## src/design/bmss_regs.vh

```
`ifndef BMSS_REGS_VH
`define BMSS_REGS_VH

// ------------------------------------------------------------
// data path and packet defaults
// ------------------------------------------------------------
`define BMSS_DATA_W          10
`define BMSS_PACKET_CYCLES   32
`define BMSS_CNT_W           8

// ------------------------------------------------------------
// soft step table, fraction = numerator / denominator
// ------------------------------------------------------------
`define BMSS_STEP_NONE       3'h0
`define BMSS_STEP_FIRST      3'h1
`define BMSS_STEP_LAST       3'h7
`define BMSS_FRAC_DEN        5'h15
`define BMSS_FRAC_FULL       5'h15
`define BMSS_FRAC_STEP1      5'h07
`define BMSS_FRAC_STEP2      5'h09
`define BMSS_FRAC_STEP3      5'h0b
`define BMSS_FRAC_STEP4      5'h0d
`define BMSS_FRAC_STEP5      5'h0f
`define BMSS_FRAC_STEP6      5'h11
`define BMSS_FRAC_STEP7      5'h13

// ------------------------------------------------------------
// sequencer states
// ------------------------------------------------------------
`define BMSS_ST_NORMAL       3'h0
`define BMSS_ST_BURST_OFF    3'h1
`define BMSS_ST_BURST_ON     3'h2
`define BMSS_ST_SOFT_ON      3'h3
`define BMSS_ST_SOFT_OFF     3'h4
`define BMSS_ST_LAST_PULSE   3'h5

`endif

```

## src/design/bmss_burst_sequencer.v

```verilog
// Contract
// (RQ1) two levels on feedback: lower entry threshold, higher exit threshold
// (RQ2) below entry while not bursting: enter burst mode, stop switching at once
// (RQ3) during burst off, power down a subset of internal blocks
// (RQ4) above exit during burst off: resume switching, start burst on period
// (RQ5) burst on effort outside soft steps is max of feedback and entry threshold
// (RQ6) first burst on after burst entry has no soft-on
// (RQ7) drop below entry during burst on: finish packet cycle count first
// (RQ8) last 7 cycles of a packet use soft-off scaled effort
// (RQ9) soft-off steps 7 down to 1, then burst off
// (RQ10) soft-on steps 1 up to 7, one step per switching cycle
// (RQ11) feedback above entry before soft-off ends: abort into soft-on
// (RQ12) aborted soft-off resumes soft-on from the same step
// (RQ13) later burst on periods apply soft-on over first 7 cycles
// (RQ14) after soft-on, effort is unscaled max until soft-off begins
// (RQ15) above exit during soft-on: cut soft-on short, effort follows feedback
// (RQ16) fractions 1/3, 9/21, 11/21, 13/21, 15/21, 17/21, 19/21
// (RQ17) last pulse of each burst on ends when cap sense equals common mode
// (RQ18) capacitive-region detect off below exit threshold, on above
// (RQ19) burst disabled: never stop below entry, effort still max of both
// (RQ20) static input selects soft step scaling; off means unscaled packets
`timescale 1ns/1ps
`include "bmss_regs.vh"

module bmss_burst_sequencer #(
    parameter DATA_W        = `BMSS_DATA_W,
    parameter PACKET_CYCLES = `BMSS_PACKET_CYCLES,
    parameter CNT_W         = `BMSS_CNT_W
)(
    // clock and reset
    input  wire              clk,
    input  wire              sys_rst,
    // feedback and thresholds
    input  wire [DATA_W-1:0] feedbackReplica,
    input  wire [DATA_W-1:0] burstEntryThreshold,
    input  wire [DATA_W-1:0] burstExitThreshold,
    // power stage events
    input  wire              switchCycleDone,
    input  wire [DATA_W-1:0] resonantCapSense,
    input  wire [DATA_W-1:0] commonModeLevel,
    // static configuration
    input  wire              burstModeEnable,
    input  wire              softStepEnable,
    // control outputs
    output wire              switchEnable,
    output reg  [DATA_W-1:0] controlEffort,
    output reg               burstActive,
    output reg               lowPowerMode,
    output reg               capacitiveRegionDetectEnable,
    output reg  [2:0]        softStep
);

// ------------------------------------------------------------
// constants
// ------------------------------------------------------------
localparam [31:0]      PKT_LAST_32 = PACKET_CYCLES - 1;
localparam [31:0]      PKT_SOFT_32 = PACKET_CYCLES - 7;
localparam [31:0]      PKT_FULL_32 = PACKET_CYCLES;
localparam [CNT_W-1:0] PKT_LAST    = PKT_LAST_32[CNT_W-1:0];
localparam [CNT_W-1:0] PKT_SOFT    = PKT_SOFT_32[CNT_W-1:0];
localparam [CNT_W-1:0] PKT_FULL    = PKT_FULL_32[CNT_W-1:0];
localparam [CNT_W-1:0] CNT_ONE     = {{(CNT_W-1){1'b0}}, 1'b1};
localparam [CNT_W-1:0] CNT_ZERO    = {CNT_W{1'b0}};

// ------------------------------------------------------------
// state
// ------------------------------------------------------------
reg  [2:0]        state;
reg  [2:0]        step;
reg  [CNT_W-1:0]  cycleCount;
reg  [CNT_W-1:0]  exitCount;
reg               firstOn;
reg               stopPending;

reg  [2:0]        next_state;
reg  [2:0]        next_step;
reg  [CNT_W-1:0]  next_cycleCount;
reg  [CNT_W-1:0]  next_exitCount;
reg               next_firstOn;
reg               next_stopPending;

// ------------------------------------------------------------
// threshold comparisons
// ------------------------------------------------------------
wire              belowEntry;
wire              aboveEntry;
wire              aboveExit;
wire              capAtCommonMode;
wire [DATA_W-1:0] pickHigher;
wire [DATA_W-1:0] scaledEffort;
wire [2:0]        scaleStep;
wire              switchingState;
wire              enterBurstNow;
wire              cycleSat;
wire              exitSat;

assign belowEntry      = feedbackReplica < burstEntryThreshold;  // RQ1
assign aboveEntry      = feedbackReplica > burstEntryThreshold;  // RQ1
assign aboveExit       = feedbackReplica > burstExitThreshold;   // RQ1
assign capAtCommonMode = resonantCapSense == commonModeLevel;
assign pickHigher      = aboveEntry ? feedbackReplica : burstEntryThreshold; // RQ5 RQ19
assign cycleSat        = cycleCount == {CNT_W{1'b1}};
assign exitSat         = exitCount == {CNT_W{1'b1}};

// ------------------------------------------------------------
// switching gate
// ------------------------------------------------------------
assign switchingState = (state != `BMSS_ST_BURST_OFF);
assign enterBurstNow  = (state == `BMSS_ST_NORMAL) && burstModeEnable && belowEntry; // RQ2 RQ19
assign switchEnable   = switchingState && !enterBurstNow; // RQ2

// ------------------------------------------------------------
// soft step scaling
// ------------------------------------------------------------
assign scaleStep = ((state == `BMSS_ST_SOFT_ON) || (state == `BMSS_ST_SOFT_OFF) ||
                    (state == `BMSS_ST_LAST_PULSE)) ? step : `BMSS_STEP_NONE; // RQ14

bmss_fraction_scale #(
    .DATA_W (DATA_W)
) u_scale (
    .effortIn  (pickHigher),
    .step      (scaleStep),
    .effortOut (scaledEffort)
); // RQ16

// ------------------------------------------------------------
// next state
// ------------------------------------------------------------
always @* begin
    next_state       = state;
    next_step        = step;
    next_cycleCount  = cycleCount;
    next_exitCount   = exitCount;
    next_firstOn     = firstOn;
    next_stopPending = stopPending;

    // packet cycle and exit counters while switching in burst
    if (switchCycleDone && !cycleSat) begin
        next_cycleCount = cycleCount + CNT_ONE;
    end
    if (!aboveExit) begin
        next_exitCount = CNT_ZERO;
    end else if (switchCycleDone && !exitSat) begin
        next_exitCount = exitCount + CNT_ONE;
    end
    if (belowEntry) begin
        next_stopPending = 1'b1; // RQ7
    end

    case (state)
        `BMSS_ST_NORMAL: begin
            next_step        = `BMSS_STEP_NONE;
            next_cycleCount  = CNT_ZERO;
            next_exitCount   = CNT_ZERO;
            next_stopPending = 1'b0;
            if (enterBurstNow) begin
                next_state   = `BMSS_ST_BURST_OFF; // RQ2
                next_firstOn = 1'b1;               // RQ6
            end
        end
        `BMSS_ST_BURST_OFF: begin
            next_cycleCount  = CNT_ZERO;
            next_exitCount   = CNT_ZERO;
            next_stopPending = 1'b0;
            if (aboveExit) begin // RQ4
                next_firstOn = 1'b0;
                if (firstOn || !softStepEnable) begin
                    next_state = `BMSS_ST_BURST_ON;  // RQ6 RQ20
                    next_step  = `BMSS_STEP_NONE;
                end else begin
                    next_state = `BMSS_ST_SOFT_ON;   // RQ13
                    next_step  = `BMSS_STEP_FIRST;   // RQ10
                end
            end
        end
        `BMSS_ST_SOFT_ON: begin
            if (aboveExit) begin
                next_state = `BMSS_ST_BURST_ON; // RQ15
                next_step  = `BMSS_STEP_NONE;
            end else if (switchCycleDone) begin
                if (step == `BMSS_STEP_LAST) begin
                    next_state = `BMSS_ST_BURST_ON; // RQ14
                    next_step  = `BMSS_STEP_NONE;
                end else begin
                    next_step = step + 3'h1; // RQ10
                end
            end
        end
        `BMSS_ST_BURST_ON: begin
            next_step = `BMSS_STEP_NONE;
            if (next_exitCount >= PKT_FULL) begin
                next_state = `BMSS_ST_NORMAL; // leave burst mode
            end else if (next_stopPending && softStepEnable &&
                         (cycleCount >= PKT_SOFT)) begin
                next_state = `BMSS_ST_SOFT_OFF; // RQ8 RQ7
                next_step  = `BMSS_STEP_LAST;   // RQ9
            end else if (next_stopPending && !softStepEnable &&
                         (cycleCount >= PKT_LAST)) begin
                next_state = `BMSS_ST_LAST_PULSE; // RQ7 RQ20
            end
        end
        `BMSS_ST_SOFT_OFF: begin
            if (aboveEntry) begin
                next_state       = `BMSS_ST_SOFT_ON; // RQ11
                next_step        = step;             // RQ12
                next_cycleCount  = CNT_ZERO;
                next_stopPending = 1'b0;
            end else if (switchCycleDone) begin
                next_step = step - 3'h1; // RQ9
                if (step == 3'h2) begin
                    next_state = `BMSS_ST_LAST_PULSE;
                end
            end
        end
        `BMSS_ST_LAST_PULSE: begin
            if (aboveEntry && (step != `BMSS_STEP_NONE)) begin
                next_state       = `BMSS_ST_SOFT_ON; // RQ11 RQ12
                next_cycleCount  = CNT_ZERO;
                next_stopPending = 1'b0;
            end else if (capAtCommonMode) begin
                next_state = `BMSS_ST_BURST_OFF; // RQ17 RQ9
                next_step  = `BMSS_STEP_NONE;
            end
        end
        default: begin
            next_state = `BMSS_ST_NORMAL;
            next_step  = `BMSS_STEP_NONE;
        end
    endcase

    if (!burstModeEnable) begin
        next_state       = `BMSS_ST_NORMAL; // RQ19
        next_step        = `BMSS_STEP_NONE;
        next_stopPending = 1'b0;
    end
end

// ------------------------------------------------------------
// state registers
// ------------------------------------------------------------
always @(posedge clk) begin
    if (sys_rst) begin
        state       <= `BMSS_ST_NORMAL;
        step        <= `BMSS_STEP_NONE;
        cycleCount  <= CNT_ZERO;
        exitCount   <= CNT_ZERO;
        firstOn     <= 1'b0;
        stopPending <= 1'b0;
    end else begin
        state       <= next_state;
        step        <= next_step;
        cycleCount  <= next_cycleCount;
        exitCount   <= next_exitCount;
        firstOn     <= next_firstOn;
        stopPending <= next_stopPending;
    end
end

// ------------------------------------------------------------
// registered outputs
// ------------------------------------------------------------
always @(posedge clk) begin
    if (sys_rst) begin
        controlEffort                <= {DATA_W{1'b0}};
        burstActive                  <= 1'b0;
        lowPowerMode                 <= 1'b0;
        capacitiveRegionDetectEnable <= 1'b0;
        softStep                     <= `BMSS_STEP_NONE;
    end else begin
        controlEffort                <= scaledEffort;                       // RQ5 RQ8
        burstActive                  <= next_state != `BMSS_ST_NORMAL;
        lowPowerMode                 <= next_state == `BMSS_ST_BURST_OFF;   // RQ3
        capacitiveRegionDetectEnable <= aboveExit;                          // RQ18
        softStep                     <= scaleStep;
    end
end

endmodule

```

## src/design/bmss_fraction_scale.v

```verilog
`timescale 1ns/1ps
`include "bmss_regs.vh"

module bmss_fraction_scale #(
    parameter DATA_W = `BMSS_DATA_W
)(
    // operand
    input  wire [DATA_W-1:0] effortIn,
    input  wire [2:0]        step,
    // result
    output wire [DATA_W-1:0] effortOut
);

// ------------------------------------------------------------
// step to numerator
// ------------------------------------------------------------
reg  [4:0]        numerator;
wire [DATA_W+4:0] product;
wire [DATA_W+4:0] quotient;

always @* begin
    case (step)
        3'h1:    numerator = `BMSS_FRAC_STEP1;
        3'h2:    numerator = `BMSS_FRAC_STEP2;
        3'h3:    numerator = `BMSS_FRAC_STEP3;
        3'h4:    numerator = `BMSS_FRAC_STEP4;
        3'h5:    numerator = `BMSS_FRAC_STEP5;
        3'h6:    numerator = `BMSS_FRAC_STEP6;
        3'h7:    numerator = `BMSS_FRAC_STEP7;
        default: numerator = `BMSS_FRAC_FULL;
    endcase
end

// ------------------------------------------------------------
// scale, result never exceeds the operand
// ------------------------------------------------------------
assign product   = {5'h00, effortIn} * {{DATA_W{1'b0}}, numerator};
assign quotient  = product / {{DATA_W{1'b0}}, `BMSS_FRAC_DEN};
assign effortOut = quotient[DATA_W-1:0];

endmodule

```

## config.mk

```make
export PLATFORM = sky130hd
export DESIGN_NAME = bmss_burst_sequencer
export DESIGN_NICKNAME = d
export VERILOG_FILES = /design/src/design/bmss_burst_sequencer.v /design/src/design/bmss_fraction_scale.v
export VERILOG_INCLUDE_DIRS = /design/src /design/src/design
export SDC_FILE = /design/constraint.sdc
export NUM_CORES = 1
export LEC_CHECK = 0
export BUFFER_PORTS_ARGS = -buffer_cell sky130_fd_sc_hd__buf_2
export CAP_MARGIN = 20
export CELL_PAD_IN_SITES_DETAIL_PLACEMENT = 1
export CELL_PAD_IN_SITES_GLOBAL_PLACEMENT = 1
export CORE_MARGIN = 3
export CORE_UTILIZATION = 40
export DETAILED_ROUTE_END_ITERATION = 12
export PLACE_DENSITY_LB_ADDON = 0.15
export SLEW_MARGIN = 15
export SYNTH_ARGS = -nofsm -noshare
export SYNTH_HDL_FRONTEND = slang
export SYNTH_SLANG_ARGS = --single-unit
```

## constraint.sdc

```tcl
create_clock -name clk -period 17.7 [get_ports clk]
set_clock_uncertainty 0.1 [all_clocks]
set_input_delay 1.77 -clock clk [delete_from_list [all_inputs] [get_ports clk]]
set_output_delay 1.77 -clock clk [all_outputs]
set_load 0.05 [all_outputs]
```

==> run_results.csv <==
group,metric,value,unit
yosys,syn_nets,1020,
critical_path,crit_arrival,14.48,ns
sta,setup_viol,0,
critical_path,endpoint_kind,"flip-flop",
clocking,ctsRootBufferMaster,"clkbuf_16",
detailed_routing,first_pass_iters,4,
layout,drive_gt1_share,16.0,%
detailed_routing,drcViolationCount,0,
sta,setup_tns,0,ns
global_route,grt_use_met1,29.0,%
clocking,ctsHtreeMaxLevel,2,
layout,fin_util,45.2,%
sta,period_needed,14.35,ns
floorplan,fp.dieH,137,um
global_route,top_usage_layer,"met2",
floorplan,die_w,137,um
hold_path,min_path_type,"reg -> reg",
global_route,grt_pass1_wl,33.6,mm
sta,final.setup.worst_slack,3.35,ns
clocking,cts_tree,"done",
status,outcome,"finished clean",
detailed_routing,vias,6855,
critical_path,critPathMaxStageDelay,0.73,ns
floorplan,row_count,47,
yosys,synth.distinct_cells,115,
detailed_routing,drtIter0Drc,282,
yosys,syn_area_per_cell,7.74,sq um
layout,n_antenna_cell,0,
yosys,syn_area,6870,sq um
critical_path,critPathKind,"in -> reg",
yosys,synth_top_area_cell,"dfxtp_1",
placed_design,port-buffer-count,71,
global_route,met2_usage,37.3,%
global_route,antenna_found_initial,0,
yosys,async_flop_share,0,%
layout,nets,1073,
critical_path,cp_slowest_cell,"a31oi_2",
clocking,postCtsHoldBufs,0,
clocking,post-cts-setup-buffers,0,
sta,slew_viol_final,0,
sta,slew_headroom,36.7,%
yosys,synth_enable_flop_cells,0,
sta,fmax,69.7,MHz
clocking,cts_buffer_depth,2,
yosys,synthTopCellsByArea,"dfxtp_1 (12%), ha_1 (9.8%), fa_1 (7.0%)",
floorplan,dieArea,18800,sq um
critical_path,cp_max_fo,18,
yosys,ys_seq_area_share,11.7,%
clocking,clk_pin_slew,0.07,ns
global_route,grt_usage,21.4,%
yosys,synth_top_flop_cell,"dfxtp_1",
sta,tightest_slew,0.947,ns
sta,period_share,81.1,%
global_route,met3_usage,2.39,%
placed_design,finalWeightedCongestion,0.869,
detailed_routing,viasPerCell,5.90,
yosys,synthCells,887,
yosys,ys.warnings.count,0,
flow_run,maxCapViolCount,0,
clocking,cts-resized-gates,0,
floorplan,initial_core_util,41.1,%
critical_path,start_kind,"primary input",
placed_design,place_ws,3.05,ns
detailed_routing,routed_wl,20.4,mm
clocking,worst_skew_pair.late_latency,0.29,ns
yosys,synth-seq-cells,40,
layout,syn_to_final_growth,10.0,%
yosys,yosysMostFrequentCell,"nor2_1",
clocking,cts-buffers-inserted,5,
yosys,synth_top_area_share,11.7,%
global_route,grt_pass1_vias,6694,
detailed_routing,routedWlPerCell,17.6,um
global_route,grt_max_degree,22,
placed_design,hpwlAfterDp,16.2,mm
sta,rsz0062_at_grt,"no",
sta,hold_viol,0,
detailed_routing,antenna_left,0,
floorplan,io_pins,72,
critical_path,required,17.83,ns
yosys,synth_common_cells,"nor2_1 (117), nand2_1 (67), inv_1 (61)",
global_route,grt_overflow,0,
clocking,clock_sinks,40,
floorplan,coreArea,16700,sq um
[through the flow]
stage | instances | area, sq um | hold WS, ns
global placement | 1152 | 7380 | 0.367
global route | 1161 | 7550 | 0.442
CTS | 1160 | 7550 | 0.397
finish | 1161 | 7550 | 0.395
detailed placement | 1152 | 7380 | 0.380
floorplan | 887 | 6870 | 0.348
[final timing paths]
path                           end  cells past startpoint  slack [ns]               start
setup / recovery  controlEffort[0]                     43        3.35  feedbackReplica[9]
hold / removal             firstOn                      2        0.40             firstOn
setup reg to reg  controlEffort[0]                     41        5.01            state[0]
hold reg to reg            firstOn                      2        0.40             firstOn
[placed cells by master (no fill, tap or decap), types with 12 or more instances in the layout]
master / n
a211oi_1: 12
a21o_1: 17
a21oi_1: 58
buf_2: 71
dfxtp_1: 40
fa_1: 24
ha_1: 54
inv_1: 61
mux2i_1: 15
nand2_1: 67
nand3_1: 27
nand4_1: 16
nor2_1: 117
nor3_1: 17
o21ai_0: 30
xnor2_1: 32
xor2_1: 23
[sequential cells by signal, summed over array words and instances (netlist names), 3 cells and up]
signal and flops:
controlEffort 10, cycleCount 8, exitCount 8, softStep 3
state 3, step 3
[kinds of logic after synthesis]
family | Yosys count | share of synthesized area, %
AOI/OAI and AO/OA | 277 | 31.8
and+or+nand+nor | 320 | 22.8
buffers and inverters | 92 | 5.72
muxes | 20 | 3.21
DFF | 40 | 11.7
adders and majority gates | 81 | 17.3
xor gates and xnor gates | 57 | 7.58
[per-layer routing]
layer / vias to the layer above / wire, um
li1: 3380 / -
met1: 3324 / 9740
met2: 136 / 9570
met3: 15 / 882
met4: 0 / 204
met5: - / 0
[worst max-delay path, delay by kind of cell]
kind | cells | cell delay (ns)
buffers and inverters | 5 | 0.48
xor gates and xnor gates | 1 | 0.18
and+or+nand+nor | 8 | 2.04
adders and majority gates | 6 | 2.53
AOI/OAI and AO/OA | 19 | 5.80
muxes | 4 | 1.68
[area by class of cell]
cell class / instances / area, sq um
clock buffer: 5 / 125
clock inverter: 3 / 46.3
fill: 2110 / 9150
inverter: 61 / 229
multi-input combinational: 755 / 5680
sequential: 40 / 801
tap: 220 / 275
timing repair buffer: 77 / 398
Power is left out: the tool's default activity adds up to more than one toggle a clock period on the data nets, which glitch-free logic cannot reach.
